$ cat config.mk
export PLATFORM = sky130hd
export DESIGN_NAME = ptm_top
export DESIGN_NICKNAME = d
export VERILOG_FILES = /design/src/hw/ptm_sync.v /design/src/hw/ptm_prescale.v /design/src/hw/ptm_top.v
export VERILOG_INCLUDE_DIRS = /design/src /design/src/hw
export SDC_FILE = /design/constraint.sdc
export NUM_CORES = 1
export LEC_CHECK = 0
export ABC_AREA = 1
export ABC_CLOCK_PERIOD_IN_PS = 2800
export BUFFER_PORTS_ARGS = -buffer_cell sky130_fd_sc_hd__buf_2
export CORE_MARGIN = 2
export CORE_UTILIZATION = 31
export DETAILED_ROUTE_END_ITERATION = 12
export PLACE_DENSITY = 0.57
export SETUP_SLACK_MARGIN = 0.02
export SLEW_MARGIN = 20
export SYNTH_ARGS = -nofsm -noshare
export SYNTH_HDL_FRONTEND = slang
export SYNTH_SLANG_ARGS = --single-unit
$ cat constraint.sdc
create_clock -name clk_i -period 2.8 [get_ports clk_i]
set_clock_uncertainty 0.15 [all_clocks]
set_input_delay 0.56 -clock clk_i [delete_from_list [all_inputs] [get_ports clk_i]]
set_output_delay 0.56 -clock clk_i [all_outputs]
set_load 0.005 [all_outputs]
$ cat src/hw/ptm_map.vh
// Register map, field positions, reset values and mode codes of the period timer.
// Assumes inclusion by bare name from every design file of the timer except the synchroniser.
`ifndef PTM_MAP_VH
`define PTM_MAP_VH

// ----------------------------------------------------------------
// Register byte addresses
// ----------------------------------------------------------------
`define PTM_ADR_COUNT 8'h00
`define PTM_ADR_PERIOD 8'h04
`define PTM_ADR_CTL 8'h08
`define PTM_ADR_CTL1 8'h0C
`define PTM_ADR_HALT 8'h10
`define PTM_ADR_RSEL 8'h14
`define PTM_ADR_STAT 8'h18

// ----------------------------------------------------------------
// Reset values
// ----------------------------------------------------------------
`define PTM_COUNT_RST 8'h00
`define PTM_PERIOD_RST 8'hFF
`define PTM_BYTE_ZERO 8'h00
`define PTM_POST_ZERO 5'h00
`define PTM_PRE_ZERO 7'h00
`define PTM_WORD_ZERO 32'h0000_0000

// ----------------------------------------------------------------
// Field positions
// ----------------------------------------------------------------
`define PTM_CTL_ON 7
`define PTM_CTL_CKSRC 3
`define PTM_CTL_PRE_HI 2
`define PTM_CTL_PRE_LO 0
`define PTM_C1_PS_HI 4
`define PTM_C1_PS_LO 0
`define PTM_HLT_MAJ_HI 4
`define PTM_HLT_MAJ_LO 3
`define PTM_HLT_OPT_HI 2
`define PTM_HLT_OPT_LO 0
`define PTM_RSEL_HI 1
`define PTM_RSEL_LO 0

// ----------------------------------------------------------------
// Operation-select mapping table
// ----------------------------------------------------------------
`define PTM_MAJ_FREE 2'h0
`define PTM_MAJ_ONESHOT 2'h1
`define PTM_MAJ_MONO 2'h2
`define PTM_OPT_SW 3'h0
`define PTM_OPT_GATE_HI 3'h1
`define PTM_OPT_GATE_LO 3'h2
`define PTM_OPT_RST_RISE 3'h3
`define PTM_OPT_RST_FALL 3'h4
`define PTM_OPT_RST_BOTH 3'h5
`define PTM_OPT_RST_HI 3'h6
`define PTM_OPT_RST_LO 3'h7

`endif

$ cat src/hw/ptm_sync.v
// Three-stage synchroniser for one pin input with agreement filter.
// Assumes an asynchronous input and the single system clock.
`timescale 1ns/1ps
`default_nettype none

module ptm_sync (
	input wire clk_i,
	input wire rst_i,
	input wire pin_i,
	output reg level_o
);

	reg s1_ff;
	reg s2_ff;
	reg s3_ff;

	// First stage is read only by the second; output moves when stages two and three agree
	always @(posedge clk_i) begin
		if (rst_i) begin
			s1_ff <= 1'b0;
			s2_ff <= 1'b0;
			s3_ff <= 1'b0;
			level_o <= 1'b0;
		end else begin
			s1_ff <= pin_i;
			s2_ff <= s1_ff;
			s3_ff <= s2_ff;
			if (s2_ff == s3_ff) begin
				level_o <= s3_ff;
			end
		end
	end

endmodule // ptm_sync

`default_nettype wire

$ cat src/hw/ptm_prescale.v
// Programmable prescaler: divides source ticks by 1 to 128 in powers of two.
// Assumes en_i and clr_i are single-cycle qualifiers on the system clock.
`timescale 1ns/1ps
`default_nettype none
`include "ptm_map.vh"

module ptm_prescale (
	input wire clk_i,
	input wire rst_i,
	input wire en_i,
	input wire clr_i,
	input wire [2:0] ratio_i,
	output wire tick_o
);

	reg [6:0] cnt_ff;
	wire [6:0] limit;

	// Terminal count is 2^ratio minus one
	assign limit = (7'h01 << ratio_i) - 7'h01;
	assign tick_o = en_i && !clr_i && (cnt_ff == limit);

	// Clear has priority so a timer reset restarts the division from zero
	always @(posedge clk_i) begin
		if (rst_i || clr_i) begin
			cnt_ff <= `PTM_PRE_ZERO;
		end else if (en_i) begin
			if (cnt_ff >= limit) begin
				cnt_ff <= `PTM_PRE_ZERO;
			end else begin
				cnt_ff <= cnt_ff + 7'h01;
			end
		end
	end

endmodule // ptm_prescale

`default_nettype wire

$ cat src/hw/ptm_top.v
// Period timer with prescaler, period match, postscaler and external reset/gate source.
// Assumes a classic Wishbone master on clk_i and asynchronous trigger pins.
// How it works
// - Three major modes: free-running period, one-shot, monostable, each with start/stop/reset options.
// - Count advances once per prescaler output tick in every mode.
// - Count equal to period drives match high; next timer tick clears count.
// - Gated options freeze the count while gate inactive, resume from held value.
// - Reset options clear the count on a source level or edge.
// - Count and period readable and writable; reset gives count 00h, period FFh.
// - Count write, control write, reset or reset event clear both scalers; control write keeps count.
// - Free-running: match sets count 00h next tick and advances postscaler.
// - Postscaler equal to select field emits a pulse lasting to the next tick or timer stop, and clears postscaler.
// - One-shot: match clears the run flag and stops until software sets it again.
// - One-shot restart clears postscaler, so nonzero postscale selects are useless.
// - Monostable: match stops, run flag kept; external reset event restarts.
// - Per-timer select register picks the external source that starts, stops or resets.
// - Five-bit operation-select field in halt control register sets mode and options.
// - Debug freeze holds the selected reset/gate source level; the clock pin still counts.
// - Postscaled pulse feeds converter trigger and output-generator shutdown.
// - Live count and period-match signals go to the PWM unit.
`timescale 1ns/1ps
`default_nettype none
`include "ptm_map.vh"

module ptm_top (
	input wire clk_i,
	input wire rst_i,
	input wire cyc_i,
	input wire stb_i,
	input wire we_i,
	input wire [7:0] adr_i,
	input wire [3:0] sel_i,
	input wire [31:0] dat_i,
	output reg [31:0] dat_o,
	output reg ack_o,
	input wire [3:0] ext_src_i,
	input wire ext_clk_i,
	input wire dbg_freeze_i,
	output reg postscaled_pulse_out_o,
	output reg adc_trigger_o,
	output reg shutdown_src_o,
	output reg [7:0] timer_count_o,
	output reg period_match_o,
	output reg timer_tick_o
);

	// ----------------------------------------------------------------
	// Registers
	// ----------------------------------------------------------------
	reg [7:0] count_ff;
	reg [7:0] period_ff;
	reg [7:0] ctl_ff;
	reg [4:0] ctl1_ff;
	reg [4:0] halt_ff;
	reg [1:0] rsel_ff;
	reg [4:0] post_ff;
	reg stopped_ff;
	reg ext_hold_ff;
	reg ext_prev_ff;
	reg ck_prev_ff;
	reg [7:0] nxt_count;
	reg [4:0] nxt_post;
	reg nxt_on;
	reg nxt_stopped;

	wire [4:0] sync_lvl;
	wire [4:0] pin_bus;
	wire bus_req;
	wire bus_wr;
	wire wr_byte;
	wire wr_count;
	wire wr_ctl;
	wire [1:0] maj;
	wire [2:0] opt;
	wire on_bit;
	wire ext_now;
	wire ext_rise;
	wire ext_fall;
	wire gate_ok;
	wire lvl_rst;
	wire edge_rst;
	wire rst_ev;
	wire scaler_clr;
	wire run;
	wire src_en;
	wire tick;
	wire eq;
	wire match;
	wire post_hit;

	// ----------------------------------------------------------------
	// Pin synchronisers
	// ----------------------------------------------------------------
	// Four reset sources plus the external timer clock pin in the top lane
	assign pin_bus = {ext_clk_i, ext_src_i};
	genvar gi;
	generate
		for (gi = 0; gi < 5; gi = gi + 1) begin : g_sync
			ptm_sync u_sync (
				.clk_i(clk_i),
				.rst_i(rst_i),
				.pin_i(pin_bus[gi]),
				.level_o(sync_lvl[gi])
			);
		end
	endgenerate

	// ----------------------------------------------------------------
	// Bus decode
	// ----------------------------------------------------------------
	// One-cycle ack; writes use the low byte lane, status reads return bits 8:0
	assign bus_req = cyc_i && stb_i && !ack_o;
	assign bus_wr = bus_req && we_i;
	assign wr_byte = bus_wr && sel_i[0];
	assign wr_count = wr_byte && (adr_i == `PTM_ADR_COUNT);
	assign wr_ctl = wr_byte && (adr_i == `PTM_ADR_CTL);

	// ----------------------------------------------------------------
	// Mode decode and external source
	// ----------------------------------------------------------------
	assign maj = halt_ff[`PTM_HLT_MAJ_HI:`PTM_HLT_MAJ_LO];
	assign opt = halt_ff[`PTM_HLT_OPT_HI:`PTM_HLT_OPT_LO];
	assign on_bit = ctl_ff[`PTM_CTL_ON];
	assign ext_now = sync_lvl[rsel_ff];

	// Source level is held during debug freeze so no gate change or edge is seen
	always @(posedge clk_i) begin
		if (rst_i) begin
			ext_hold_ff <= 1'b0;
			ext_prev_ff <= 1'b0;
			ck_prev_ff <= 1'b0;
		end else begin
			if (!dbg_freeze_i) begin
				ext_hold_ff <= ext_now;
			end
			ext_prev_ff <= ext_hold_ff;
			ck_prev_ff <= sync_lvl[4];
		end
	end

	assign ext_rise = ext_hold_ff && !ext_prev_ff;
	assign ext_fall = !ext_hold_ff && ext_prev_ff;

	// Gate options halt counting without touching the held count
	assign gate_ok = (opt == `PTM_OPT_GATE_HI) ? ext_hold_ff :
		(opt == `PTM_OPT_GATE_LO) ? !ext_hold_ff : 1'b1;

	// Level resets hold the timer clear for as long as the level stands
	assign lvl_rst = ((opt == `PTM_OPT_RST_HI) && ext_hold_ff) ||
		((opt == `PTM_OPT_RST_LO) && !ext_hold_ff);
	assign edge_rst = ((opt == `PTM_OPT_RST_RISE) && ext_rise) ||
		((opt == `PTM_OPT_RST_FALL) && ext_fall) ||
		((opt == `PTM_OPT_RST_BOTH) && (ext_rise || ext_fall));
	assign rst_ev = lvl_rst || edge_rst;
	assign scaler_clr = wr_count || wr_ctl || rst_ev;

	// ----------------------------------------------------------------
	// Timer clock and prescaler
	// ----------------------------------------------------------------
	assign run = on_bit && !stopped_ff && gate_ok && !lvl_rst;
	// Clock pin rising edge or every system cycle
	assign src_en = run && (ctl_ff[`PTM_CTL_CKSRC] ? (sync_lvl[4] && !ck_prev_ff) : 1'b1);

	ptm_prescale u_pre (
		.clk_i(clk_i),
		.rst_i(rst_i),
		.en_i(src_en),
		.clr_i(scaler_clr),
		.ratio_i(ctl_ff[`PTM_CTL_PRE_HI:`PTM_CTL_PRE_LO]),
		.tick_o(tick)
	);

	assign eq = (count_ff == period_ff);
	assign match = tick && eq;
	assign post_hit = match && (post_ff == ctl1_ff);

	// ----------------------------------------------------------------
	// Next-state of count, postscaler and run state
	// ----------------------------------------------------------------
	// Software write outranks an external reset, which outranks a tick
	always @* begin
		nxt_count = count_ff;
		nxt_post = post_ff;
		nxt_on = on_bit;
		nxt_stopped = stopped_ff;
		if (wr_count) begin
			nxt_count = dat_i[7:0];
		end else if (rst_ev) begin
			nxt_count = `PTM_COUNT_RST;
		end else if (tick) begin
			if (eq) begin
				nxt_count = `PTM_COUNT_RST;
			end else begin
				nxt_count = count_ff + 8'h01;
			end
		end
		if (scaler_clr) begin
			nxt_post = `PTM_POST_ZERO;
		end else if (post_hit) begin
			nxt_post = `PTM_POST_ZERO;
		end else if (match) begin
			nxt_post = post_ff + 5'h01;
		end
		case (maj)
			`PTM_MAJ_ONESHOT: begin
				if (match) begin
					nxt_on = 1'b0;
				end
			end
			`PTM_MAJ_MONO: begin
				if (match) begin
					nxt_stopped = 1'b1;
				end
			end
			default: begin
				nxt_stopped = 1'b0;
			end
		endcase
		// A restart event or a control write releases a monostable stop
		if (rst_ev || wr_ctl) begin
			nxt_stopped = 1'b0;
		end
		if (wr_ctl) begin
			nxt_on = dat_i[`PTM_CTL_ON];
		end
	end

	// ----------------------------------------------------------------
	// Register file and timer state
	// ----------------------------------------------------------------
	always @(posedge clk_i) begin
		if (rst_i) begin
			count_ff <= `PTM_COUNT_RST;
			period_ff <= `PTM_PERIOD_RST;
			ctl_ff <= `PTM_BYTE_ZERO;
			ctl1_ff <= `PTM_POST_ZERO;
			halt_ff <= `PTM_POST_ZERO;
			rsel_ff <= 2'h0;
			post_ff <= `PTM_POST_ZERO;
			stopped_ff <= 1'b0;
		end else begin
			count_ff <= nxt_count;
			post_ff <= nxt_post;
			stopped_ff <= nxt_stopped;
			ctl_ff[`PTM_CTL_ON] <= nxt_on;
			if (wr_ctl) begin
				// Control write keeps the count; the scalers and the monostable stop clear
				ctl_ff[`PTM_CTL_ON - 1:0] <= dat_i[`PTM_CTL_ON - 1:0];
			end
			if (wr_byte && (adr_i == `PTM_ADR_PERIOD)) begin
				period_ff <= dat_i[7:0];
			end
			if (wr_byte && (adr_i == `PTM_ADR_CTL1)) begin
				ctl1_ff <= dat_i[`PTM_C1_PS_HI:`PTM_C1_PS_LO];
			end
			if (wr_byte && (adr_i == `PTM_ADR_HALT)) begin
				halt_ff <= dat_i[`PTM_HLT_MAJ_HI:`PTM_HLT_OPT_LO];
			end
			if (wr_byte && (adr_i == `PTM_ADR_RSEL)) begin
				rsel_ff <= dat_i[`PTM_RSEL_HI:`PTM_RSEL_LO];
			end
		end
	end

	// ----------------------------------------------------------------
	// Bus answer
	// ----------------------------------------------------------------
	// Unmapped addresses still ack and read as zero
	always @(posedge clk_i) begin
		if (rst_i) begin
			ack_o <= 1'b0;
			dat_o <= `PTM_WORD_ZERO;
		end else begin
			ack_o <= bus_req;
			if (bus_req && !we_i) begin
				case (adr_i)
					`PTM_ADR_COUNT: dat_o <= {24'h000000, count_ff};
					`PTM_ADR_PERIOD: dat_o <= {24'h000000, period_ff};
					`PTM_ADR_CTL: dat_o <= {24'h000000, ctl_ff};
					`PTM_ADR_CTL1: dat_o <= {27'h0000000, ctl1_ff};
					`PTM_ADR_HALT: dat_o <= {27'h0000000, halt_ff};
					`PTM_ADR_RSEL: dat_o <= {30'h00000000, rsel_ff};
					`PTM_ADR_STAT: dat_o <= {23'h000000, post_ff, ext_hold_ff, stopped_ff, run, eq};
					default: dat_o <= `PTM_WORD_ZERO;
				endcase
			end else begin
				dat_o <= `PTM_WORD_ZERO;
			end
		end
	end

	// ----------------------------------------------------------------
	// Outputs to other peripherals
	// ----------------------------------------------------------------
	// Postscaled level lasts until the next timer tick, or one system cycle when the timer stops at match; strobes are one system cycle
	always @(posedge clk_i) begin
		if (rst_i) begin
			postscaled_pulse_out_o <= 1'b0;
			adc_trigger_o <= 1'b0;
			shutdown_src_o <= 1'b0;
			timer_count_o <= `PTM_COUNT_RST;
			period_match_o <= 1'b0;
			timer_tick_o <= 1'b0;
		end else begin
			if (post_hit) begin
				postscaled_pulse_out_o <= 1'b1;
			end else if (tick || scaler_clr || !run) begin
				postscaled_pulse_out_o <= 1'b0;
			end
			adc_trigger_o <= post_hit;
			shutdown_src_o <= post_hit;
			timer_count_o <= nxt_count;
			period_match_o <= (nxt_count == period_ff);
			timer_tick_o <= tick;
		end
	end

endmodule // ptm_top

`default_nettype wire

==> results.md, run 1 <==
- Via Count: roughly 4400
- H-tree Lvls: 3
- Crit-path max cell delay: between 0.3 and 0.4 ns
- Max_cap viols: 0
- Met3 GRT Util: roughly 3.4%
- Hpwl dp: between 9000 and 10000 µm
- Max Root-Sink Buffers: 2
- Area grow syn2layout: 25.25%
- Syn_area_per_cell: 7.114 µm²
- Starting DRT DRC Count: roughly 270
- Critical path peak fanout: 6
- Starting density of the core: 31.57%
- Num CTS Buffers: 9
- Distinct cell type count after synthesis: 45
- CP required: 2.94 ns
- Initial antenna violation count: 0
- Main flop type after synthesis: dfxtp_1
- Placeable Area: around 14000 µm²
- Synth top area cells: dfxtp_1 (38%), nand2_1 (10%), inv_1 (6.8%)
- Clock latency on the worst-skew pair: roughly 0.35 ns
- RSZ-0062 raised after global routing: yes
- Met1 usage: between 20% and 30%
- First-pass GRT wire length: between 20000 and 25000 µm
- Die Y: roughly 130 µm
- DR DRC count: 0
- Total GRT Usage: ~16%
- Util after Layout: around two fifths
- Gp weighted congestion: between 0.8 and 0.9
- Met2 Track Usage GR: about a quarter
- Asr flop ratio synth: 0%
- Total number of yosys warnings: 0
- CTS tree: built
- Die area: ~16000 µm²
- Pwr Total: roughly 2500 µW
- Final Setup Violations: 1
- Routed Antenna Nets: 0
- CP Class: reg2reg
- Share of layout cells above drive strength 1: 24.63%
- IO Count: slightly above 100
- Endpoints failing hold: 0
- Clock sinks: 86
- Area share of the largest cell type after synthesis: approximately 38%
- Row cnt: 44
- Leakage power: ~0.0025 µW
- Setup ws final: -0.1166 ns
- Slew @ Worst Pin: between 0.5 and 0.6 ns
- Post-Synthesis Cell Area: 4553 µm²
- IO Port Bufs: 50
- Final Slew Violations: 0
- Drt wl/cell: ~14 µm
- CTS root buf: clkbuf_16
- Number of flops mapped to enable cells by yosys: 0
- Vias in the first global route: around 4000
- Crit path max-delay family: simple AND/OR/NAND/NOR gates
- Yosys reg bits: 86
- Gr ovfl total: 0
- Cell Pwr Density: about 430 nW/µm²
- Vias/cell: around 4.7
- Most frequent cells in the layout: nand2_1 (115), dfxtp_1 (83), inv_1 (80), nor2_1 (76), buf_2 (50)
- WP buf/inv: 2
- Most used routing layer: met2
- DRT Pass-1 Iters: 5
- Seq/Total Area, Yosys: ~38%
- Die X: ~130 µm
- CP endpoint kind: flip-flop
- Min Tclk post-route: roughly 3 ns
- Filler-free cell count of the finished design: between 900 and 1000
- Final period util: 104.2%
- Hold Path Class: reg2reg
- Maximum VDD drop: between 200 and 300 µV
- Placed Cells: 899
- Status: finished with violations
- Clock-pin slew on the worst setup and hold paths: about 0.060 ns
- Relative slew slack: between 60% and 70%
- Failing checks: setup timing
- Crit path cell chain: nor2_4, nand2_2, ha_4, o21ai_2, buf_4, xnor2_2, ha_1, nand2_2, nor3_4, nand4_1, nor2_4, buf_12, a21oi_2, nand2_2, nand2_1, nand2_1, nand2_1, nor2_1, nand3_1, nor2_1
- Synth area leader: dfxtp_1
- Most common cell after layout, fill and taps aside: nand2_1
- ANT cells: 0
- Post-synthesis instance total: 640
- CP startpoint kind: flip-flop
- Largest net degree at the start of global routing: 20
- Peak Freq: roughly 340 MHz
- Final #Nets: about 800
- Total negative slack: -0.1166 ns
- WL final: ~13000 µm
- Worst EP arrival: a little over 3 ns
- Worst path slowest cell: dfxtp_2
-- routing by layer --
layer / vias to the layer above / routed length (µm)
met5: - / 0
met4: 0 / 210
met3: 15 / 712
met2: 122 / 5898
met1: 2023 / 5925
li1: 2242 / -
-- state kept, by name, indices dropped and copies added (netlist names), 2 cells and up --
signal                 cells
dat_o                      9
ctl_ff                     8
period_ff                  8
timer_count_o              8
u_pre.cnt_ff               7
ctl1_ff                    5
g_sync.u_sync.level_o      5
g_sync.u_sync.s1_ff        5
g_sync.u_sync.s2_ff        5
g_sync.u_sync.s3_ff        5
halt_ff                    5
post_ff                    5
rsel_ff                    2
-- cell families after synthesis --
group	Yosys count	synth area share [%]
other	1	0.08236
DFF	86	37.81
adders and majority gates	13	3.572
AOI/OAI and AO/OA	124	15.77
and+or+nand+nor	283	28.66
xor gates and xnor gates	8	1.539
buffers and inverters	125	12.56
-- cell type report --
class                           count  area (µm²)
Multi-Input combinational cell    451        2466
Tap cell                          184       230.2
Sequential cell                    86        1728
Inverter                           91       344.1
Clock inverter                      5       42.54
Clock buffer                       11       232.7
Fill cell                        1568        8721
Timing Repair Buffer               99       659.4
-- through the flow --
| step | instance area [µm²] | hold slack (ns) | worst slack (ns) |
|---|---|---|---|
| finish | 5703 | 0.2521 | -0.1166 |
| global route | 5703 | 0.2650 | -0.3466 |
| CTS | 5510 | 0.2524 | -0.05703 |
| detailed placement | 5176 | 0.2455 | -0.2015 |
| global placement | 5176 | 0.2397 | -0.2011 |
| floorplan | 4636 | 0.2383 | 0.04535 |
-- where the power goes --
| part | switching, µW | internal (µW) |
|---|---|---|
| combinational | 70.2 | 33.0 |
| clock | 525 | 611 |
| sequential | 4.65 | 1230 |
| total | 600 | 1880 |
-- worst paths after layout --
check                         startpoint                      to  slack [ns]  depth (start not counted)
setup reg to reg               ctl_ff[0]          period_match_o       -0.12                         20
setup / recovery               ctl_ff[0]          period_match_o       -0.12                         20
hold / removal    g_sync[1].u_sync.s1_ff  g_sync[1].u_sync.s2_ff        0.25                          2
hold reg to reg   g_sync[1].u_sync.s1_ff  g_sync[1].u_sync.s2_ff        0.25                          2
-- Yosys cell counts (all sizes together) (2+ instances only) --
cell type	n
nand2	134
a31oi	2
nand4	14
nand3	30
inv	91
buf	29
nor3b	2
a21oi	52
dfxtp	86
o21ai	41
ha	13
nor3	8
a211oi	2
nand3b	3
a41oi	2
xor2	5
nor2	88
or2	2
clkbuf	5
o22ai	7
a221oi	6
xnor2	3
o211ai	8
-- worst register-to-register path: cells and delay by family (launching register included) --
family                     cells  cell delay [ns]
and+or+nand+nor               13             1.45
adders and majority gates      2             0.46
DFF                            1             0.34
buffers and inverters          2             0.29
AOI/OAI and AO/OA              2             0.13
xor gates and xnor gates       1             0.05
-- repair_timing --
action                                  CTS  global route
endpoints found under the setup margin   14            20
hold buffers                              0             0
cloned                                    0             1
pin swaps                                 1            12
buffers inserted                          4             7
gates resized for setup                  11            32
No activity file was read; power rests on OpenSTA's default activity.
==> run 2: changes to the inputs <==
- SETUP_SLACK_MARGIN: 0.02 -> not set
==> run 2 against run 1 <==
The flow still finishes with violations (setup timing); total power about the same; highest routed layer unchanged; largest power group unchanged; sequential share of layout area up 0.16 points; via count down 0.34%; maximum frequency about the same; first-iteration DRC count up 1.5%.
==> results.md, run 2 (same netlist as run 1, synthesis figures left out) <==
- Status: finished with violations (unchanged)
- Failing checks: setup timing (unchanged)
- WL final: 12680 µm (was 12750 µm)
- Max Root-Sink Buffers: 2 (unchanged)
- Peak Freq: 342.7 MHz (was 342.9 MHz)
- Hold Path Class: reg2reg (unchanged)
- Met1 usage: 21.61% (was 21.64%)
- Relative slew slack: 64.22% (was 63.88%)
- Critical path peak fanout: 5 (was 6)
- Worst Setup SP: ctl_ff[0] (unchanged)
- Crit path max-delay family: simple AND/OR/NAND/NOR gates (unchanged)
- H-tree Lvls: 3 (unchanged)
- DRT Pass-1 Iters: 5 (unchanged)
- Post-Place Worst Slack: -0.2015 ns (unchanged)
- Reg-to-reg setup timing slack: -0.12 ns (about the same)
- Launch point of the worst reg-to-reg path: ctl_ff[0] (unchanged)
- Final Setup Violations: 1 (unchanged)
- Die X: 125.2 µm (unchanged)
- Via Count: 4387 (was 4402)
- CTS root buf: clkbuf_16 (unchanged)
- CP endpoint kind: flip-flop (unchanged)
- Crit path cell chain: nor2_4, nand2_2, ha_4, o21ai_2, buf_4, xnor2_2, ha_1, nand2_2, nor3_4, nand4_1, nor2_4, clkbuf_16, nand2_1, nand3_2, nand2_1, nand2_1, nand2_1, nor2_1, nand3_1, nor2_1 (was nor2_4, nand2_2, ha_4, o21ai_2, buf_4, xnor2_2, ha_1, nand2_2, nor3_4, nand4_1, nor2_4, buf_12, a21oi_2, nand2_2, nand2_1, nand2_1, nand2_1, nor2_1, nand3_1, nor2_1)
- Row cnt: 44 (unchanged)
- Placeable Area: 14420 µm² (unchanged)
- Worst EP arrival: 3.06 ns (about the same)
- Switching Share: 24.20% (was 24.21%)
- Clock sinks: 86 (unchanged)
- Endpoints failing hold: 0 (unchanged)
- Max_cap viols: 0 (unchanged)
- CP required: 2.94 ns (about the same)
- CP startpoint kind: flip-flop (unchanged)
- Final Slew Violations: 0 (unchanged)
- Routed Antenna Nets: 0 (unchanged)
- Gp weighted congestion: 0.8789 (unchanged)
- Initial antenna violation count: 0 (unchanged)
- Worst path slowest cell: dfxtp_2 (unchanged)
- Starting density of the core: 31.57% (unchanged)
- Biggest register: dat_o (unchanged)
- Max reg flops: 9 (unchanged)
- ANT cells: 0 (unchanged)
- Vias in the first global route: 3987 (was 4008)
- Die Y: 125.2 µm (unchanged)
- Critical R2R Capture: period_match_o (unchanged)
- Most used routing layer: met2 (unchanged)
- Final period util: 104.2% (about the same)
- First-pass GRT wire length: 20160 µm (was 20230 µm)
- Area grow syn2layout: 24.59% (was 25.25%)
- Total GRT Usage: 16.14% (was 16.20%)
- IO Count: 101 (unchanged)
- CTS tree: built (unchanged)
- Min Tclk post-route: 2.918 ns (was 2.917 ns)
- Most used cell, CP: nand2_1
- Cell Pwr Density: 436.4 nW/µm² (was 434.3 nW/µm²)
- Final #Nets: 803 (was 806)
- Crit-path max cell delay: 0.34 ns (about the same)
- Maximum VDD drop: 282.6 µV (was 282.3 µV)
- Comb power frac: 4.2% (about the same)
- Gr ovfl total: 0 (unchanged)
- DR DRC count: 0 (unchanged)
- # fillers: 1570 (was 1568)
- IO Port Bufs: 50 (unchanged)
- Clock share of power: 45.9% (about the same)
- Sequential power share: 50.0% (about the same)
- Most frequent cells in the layout: nand2_1 (118), dfxtp_1 (83), inv_1 (80), nor2_1 (76), buf_2 (50) (was nand2_1 (115), dfxtp_1 (83), inv_1 (80), nor2_1 (76), buf_2 (50))
- Setup ws final: -0.1182 ns (was -0.1166 ns)
- Share of layout cells above drive strength 1: 23.92% (was 24.63%)
- Crit. path cell count: 20 (unchanged)
- Psw: 599.3 µW (was 599.7 µW)
- Util after Layout: 39.33% (was 39.54%)
- Slew @ Worst Pin: 0.5362 ns (was 0.5412 ns)
- CP endpoint: period_match_o (unchanged)
- Met2 Track Usage GR: 26.44% (was 26.63%)
- WP buf/inv: 2 (unchanged)
- Starting DRT DRC Count: 270 (was 266)
- Drt wl/cell: 13.72 µm (was 13.75 µm)
- Die area: 15670 µm² (unchanged)
- Internal: 1877 µW (about the same)
- Largest net degree at the start of global routing: 20 (unchanged)
- Most common cell after layout, fill and taps aside: nand2_1 (unchanged)
- Clock latency on the worst-skew pair: 0.35 ns (about the same)
- RSZ-0062 raised after global routing: yes (unchanged)
- Met3 GRT Util: 3.423% (unchanged)
- Num CTS Buffers: 9 (unchanged)
- Vias/cell: 4.748 (was 4.749)
- CP Class: reg2reg (unchanged)
- Clock-pin slew on the worst setup and hold paths: 0.06 ns (about the same)
- R2R depth: 20 (unchanged)
- Leakage power: 0.002509 µW (was 0.002525 µW)
- Hpwl dp: 9536 µm (unchanged)
run 2: final cells by class:
| cell class | instances | area [µm²] | share of cell area (%) |
|---|---|---|---|
| Inverter | 91 | 344.1 | 6.065 |
| Clock inverter | 5 | 42.54 | 0.7499 |
| Sequential cell | 86 | 1728 | 30.46 |
| Timing Repair Buffer | 96 | 636.9 | 11.23 |
| Multi-Input combinational cell | 451 | 2459 | 43.34 |
| Tap cell | 184 | 230.2 | 4.058 |
| Clock buffer | 11 | 232.7 | 4.102 |
run 2: tightest hold or removal path, cell delays in order (launching register included):
cell and delay (ns):
dfxtp_1 0.30, inv_1 0.04, nor2_1 0.03
run 2: power groups by stage:
stage	sequential (µW)	clock, µW	combinational [µW]
final	1240	1140	103
after global routing	1240	1210	116
after CTS	1240	1170	102
after detailed placement	1270	0	101
after global placement	1270	0	101
after floorplan	1270	0	74.7
run 2: what timing repair did:
| item | 4_1_cts | 5_1_grt |
|---|---|---|
| cloned | 0 | 1 |
| pin swaps | 1 | 11 |
| setup buffers | 1 | 7 |
| gates resized for setup | 11 | 29 |
| hold buffers | 0 | 0 |
| setup endpoints to repair | 13 | 18 |
run 2: worst min-delay path by stage:
stage	slack [ns]	startpoint	depth (start not counted)	end
detailed placement	0.25	g_sync[1].u_sync.s1_ff	2	g_sync[1].u_sync.s2_ff
finish	0.25	g_sync[1].u_sync.s1_ff	2	g_sync[1].u_sync.s2_ff
global placement	0.24	g_sync[1].u_sync.s1_ff	2	g_sync[1].u_sync.s2_ff
CTS	0.25	ext_src_i[0]	3	g_sync[0].u_sync.s1_ff
global route	0.27	g_sync[4].u_sync.s1_ff	2	g_sync[4].u_sync.s2_ff
floorplan	0.24	g_sync[0].u_sync.s1_ff	2	g_sync[0].u_sync.s2_ff
run 2: routing by layer:
layer	vias to the layer above	routed length, µm
met5	-	0
met3	17	654
met2	107	5808
li1	2242	-
met4	0	216
met1	2021	6001
run 2: through the flow:
stage	TNS, ns	instance area, µm²	total power (µW)	instances	hold WS (ns)
3_3_place_gp	-0.8557	5176	1367	899	0.2397
5_1_grt	-1.355	5673	2565	924	0.2650
6_report	-0.1182	5673	2476	924	0.2521
4_1_cts	-0.05703	5488	2510	916	0.2524
3_5_place_dp	-0.9606	5176	1368	899	0.2455
2_1_floorplan	0	4636	1340	662	0.2383
==> run 3: changes to the inputs <==
- BUFFER_PORTS_ARGS: -buffer_cell sky130_fd_sc_hd__buf_2 -> -buffer_cell sky130_fd_sc_hd__buf_4
==> run 3 against run 2 <==
Maximum frequency rose by 2.4%; non-clock buffer count is 2 lower; sequential power about the same; global-route usage is 0.10 points lower; clock power is 9% higher; first-iteration DRC count is 3.7% lower; largest power group unchanged; highest routed layer unchanged; cell count is 0.22% lower; combinational power increased by 9%; the flow still finishes with violations (setup timing); sequential cell count stayed put.
==> results.md, run 3 (same netlist as run 1, synthesis figures left out) <==
- Status: finished with violations (unchanged)
- Failing checks: setup timing (unchanged)
- First-pass GRT wire length: 20000 µm (was 20160 µm)
- Die X: 125.2 µm (unchanged)
- Setup ws final: -0.04971 ns (was -0.1182 ns)
- Via Count: 4357 (was 4387)
- Internal: 2017 µW (was 1877 µW)
- Placed cell area: 5301 µm² (was 5176 µm²)
- ANT cells: 0 (unchanged)
- CTS tree: built (unchanged)
- Most common cell after layout, fill and taps aside: nand2_1 (unchanged)
- Starting density of the core: 31.57% (unchanged)
- Max Root-Sink Buffers: 2 (unchanged)
- Starting DRT DRC Count: 260 (was 270)
- Critical R2R Capture: period_match_o (unchanged)
- IO Port Bufs: 50 (unchanged)
- Clock share of power: 47.9% (was 45.9%)
- Largest net degree at the start of global routing: 34 (was 20)
- Cell Pwr Density: 450.2 nW/µm² (was 436.4 nW/µm²)
- Final Setup Violations: 1 (unchanged)
- CP endpoint kind: flip-flop (unchanged)
- Die area: 15670 µm² (unchanged)
- Endpoints failing hold: 0 (unchanged)
- Clock latency on the worst-skew pair: 0.35 ns (about the same)
- Leakage power: 0.002516 µW (was 0.002509 µW)
- Routed Antenna Nets: 0 (unchanged)
- Final #Nets: 801 (was 803)
- IO Count: 101 (unchanged)
- Pwr Total: 2592 µW (was 2476 µW)
- Psw: 575.0 µW (was 599.3 µW)
- Vias in the first global route: 3947 (was 3987)
- Biggest register: dat_o (unchanged)
- H-tree Lvls: 3 (unchanged)
- Critical path peak fanout: 11 (was 5)
- Final Slew Violations: 0 (unchanged)
- Area of the multi-input gates: 2434 µm² (was 2459 µm²)
- Gr ovfl total: 0 (unchanged)
- Peak Freq: 350.9 MHz (was 342.7 MHz)
- # fillers: 1512 (was 1570)
- Maximum VDD drop: 241.9 µV (was 282.6 µV)
- Max_cap viols: 0 (unchanged)
- Min Hold Slack: 0.2526 ns (was 0.2521 ns)
- RSZ-0062 raised after global routing: yes (unchanged)
- Most frequent cells in the layout: nand2_1 (121), buf_4 (92), dfxtp_1 (84), inv_1 (82), nor2_1 (75) (was nand2_1 (118), dfxtp_1 (83), inv_1 (80), nor2_1 (76), buf_2 (50))
- DR DRC count: 0 (unchanged)
- CTS root buf: clkbuf_16 (unchanged)
- Min-delay src: g_sync[2].u_sync.s1_ff (was g_sync[1].u_sync.s1_ff)
- Comb power frac: 4.3% (was 4.2%)
- Max reg flops: 9 (unchanged)
- Launch point of the worst reg-to-reg path: ctl_ff[1] (was ctl_ff[0])
- Hpwl dp: 9446 µm (was 9536 µm)
- Total GRT Usage: 16.04% (was 16.14%)
- WHS Endpoint: g_sync[2].u_sync.s2_ff (was g_sync[1].u_sync.s2_ff)
- Die Y: 125.2 µm (unchanged)
- Hold Path Class: reg2reg (unchanged)
- Post-Place Worst Slack: -0.2296 ns (was -0.2015 ns)
- Worst EP arrival: 2.98 ns (was 3.06 ns)
- Finished Cell Area: 5757 µm² (was 5673 µm²)
- Util after Layout: 39.91% (was 39.33%)
- Placeable Area: 14420 µm² (unchanged)
- CP required: 2.93 ns (was 2.94 ns)
- DRT Pass-1 Iters: 4 (was 5)
- Area grow syn2layout: 26.44% (was 24.59%)
- Hold_buf cts: 0 (unchanged)
- Vias/cell: 4.726 (was 4.748)
- Num CTS Buffers: 9 (unchanged)
- Switching Share: 22.18% (was 24.20%)
- Clock sinks: 86 (unchanged)
- Drt wl/cell: 13.71 µm (was 13.72 µm)
- Reg-to-reg setup timing slack: -0.05 ns (was -0.12 ns)
- Gp weighted congestion: 0.8862 (was 0.8789)
- WL final: 12640 µm (was 12680 µm)
- Seq. cell area: 1724 µm² (was 1728 µm²)
- Share of layout cells above drive strength 1: 23.17% (was 23.92%)
- Row cnt: 44 (unchanged)
- Initial antenna violation count: 0 (unchanged)
- CP startpoint kind: flip-flop (unchanged)
- Sequential power share: 47.8% (was 50.0%)
- CP Class: reg2reg (unchanged)
- Clock-pin slew on the worst setup and hold paths: 0.06 ns (about the same)
- R2R depth: 20 (unchanged)
- Hold Path Depth: 2 (unchanged)
- Min Tclk post-route: 2.850 ns (was 2.918 ns)
- Final period util: 101.8% (was 104.2%)
-- run 3: stage by stage --
| step | cells | TNS, ns |
|---|---|---|
| finish | 922 | -0.04971 |
| global route | 922 | -0.7294 |
| CTS | 919 | -0.08586 |
| detailed placement | 899 | -1.434 |
| global placement | 899 | -1.235 |
| floorplan | 662 | 0 |
-- run 3: power by group through the flow --
| stage | clock network (µW) | registers, µW | logic (µW) |
|---|---|---|---|
| floorplan | 0 | 1270 | 74.7 |
| global placement | 0 | 1270 | 110 |
| detailed placement | 0 | 1270 | 110 |
| CTS | 1260 | 1240 | 111 |
| global route | 1320 | 1240 | 125 |
| finish | 1240 | 1240 | 112 |
-- run 3: worst max-delay path by stage --
stage	startpoint	end	slack, ns	cells after the start
finish	ctl_ff[1]	period_match_o	-0.05	20
global route	ctl_ff[1]	period_match_o	-0.27	20
CTS	ctl_ff[1]	period_match_o	-0.09	20
detailed placement	ctl_ff[0]	period_match_o	-0.23	20
global placement	ctl_ff[0]	period_match_o	-0.23	21
floorplan	ctl_ff[2]	period_match_o	0.05	19
-- run 3: routing by layer --
layer | global-route usage [%] | routed length, µm
met1 | 22.23 | 6013
met2 | 24.68 | 5626
met3 | 2.910 | 696
met4 | 6.471 | 306
met5 | 0 | 0
-- run 3: area by class of cell --
class,instances,area share [%]
Multi-Input combinational cell,451,42.27
Inverter,91,5.977
Tap cell,184,3.999
Sequential cell,86,29.95
Timing Repair Buffer,94,12.54
Clock inverter,3,0.7390
Clock buffer,13,4.521
-- run 3: repair_timing --
| action | 4_1_cts | 5_1_grt |
|---|---|---|
| pin swaps | 5 | 6 |
| setup endpoints to repair | 17 | 21 |
| setup buffers | 4 | 3 |
| resized for setup | 12 | 17 |
-- run 3: worst max-delay path: stages (launching register included) --
cell and delay [ns]:
dfxtp_2 0.34, nor2_4 0.12, nand2_2 0.08, ha_4 0.17, o21ai_2 0.07, a21oi_2 0.05, xor2_1 0.15, ha_1 0.32
nand3_2 0.10, nor3_4 0.15, nand4_1 0.15, nor2_2 0.15, buf_12 0.15, nand2_1 0.07, nand3_2 0.09, nand2_1 0.05
nand2_1 0.07, nand3_2 0.09, nor2_2 0.12, nand2_1 0.05, nor2_1 0.10
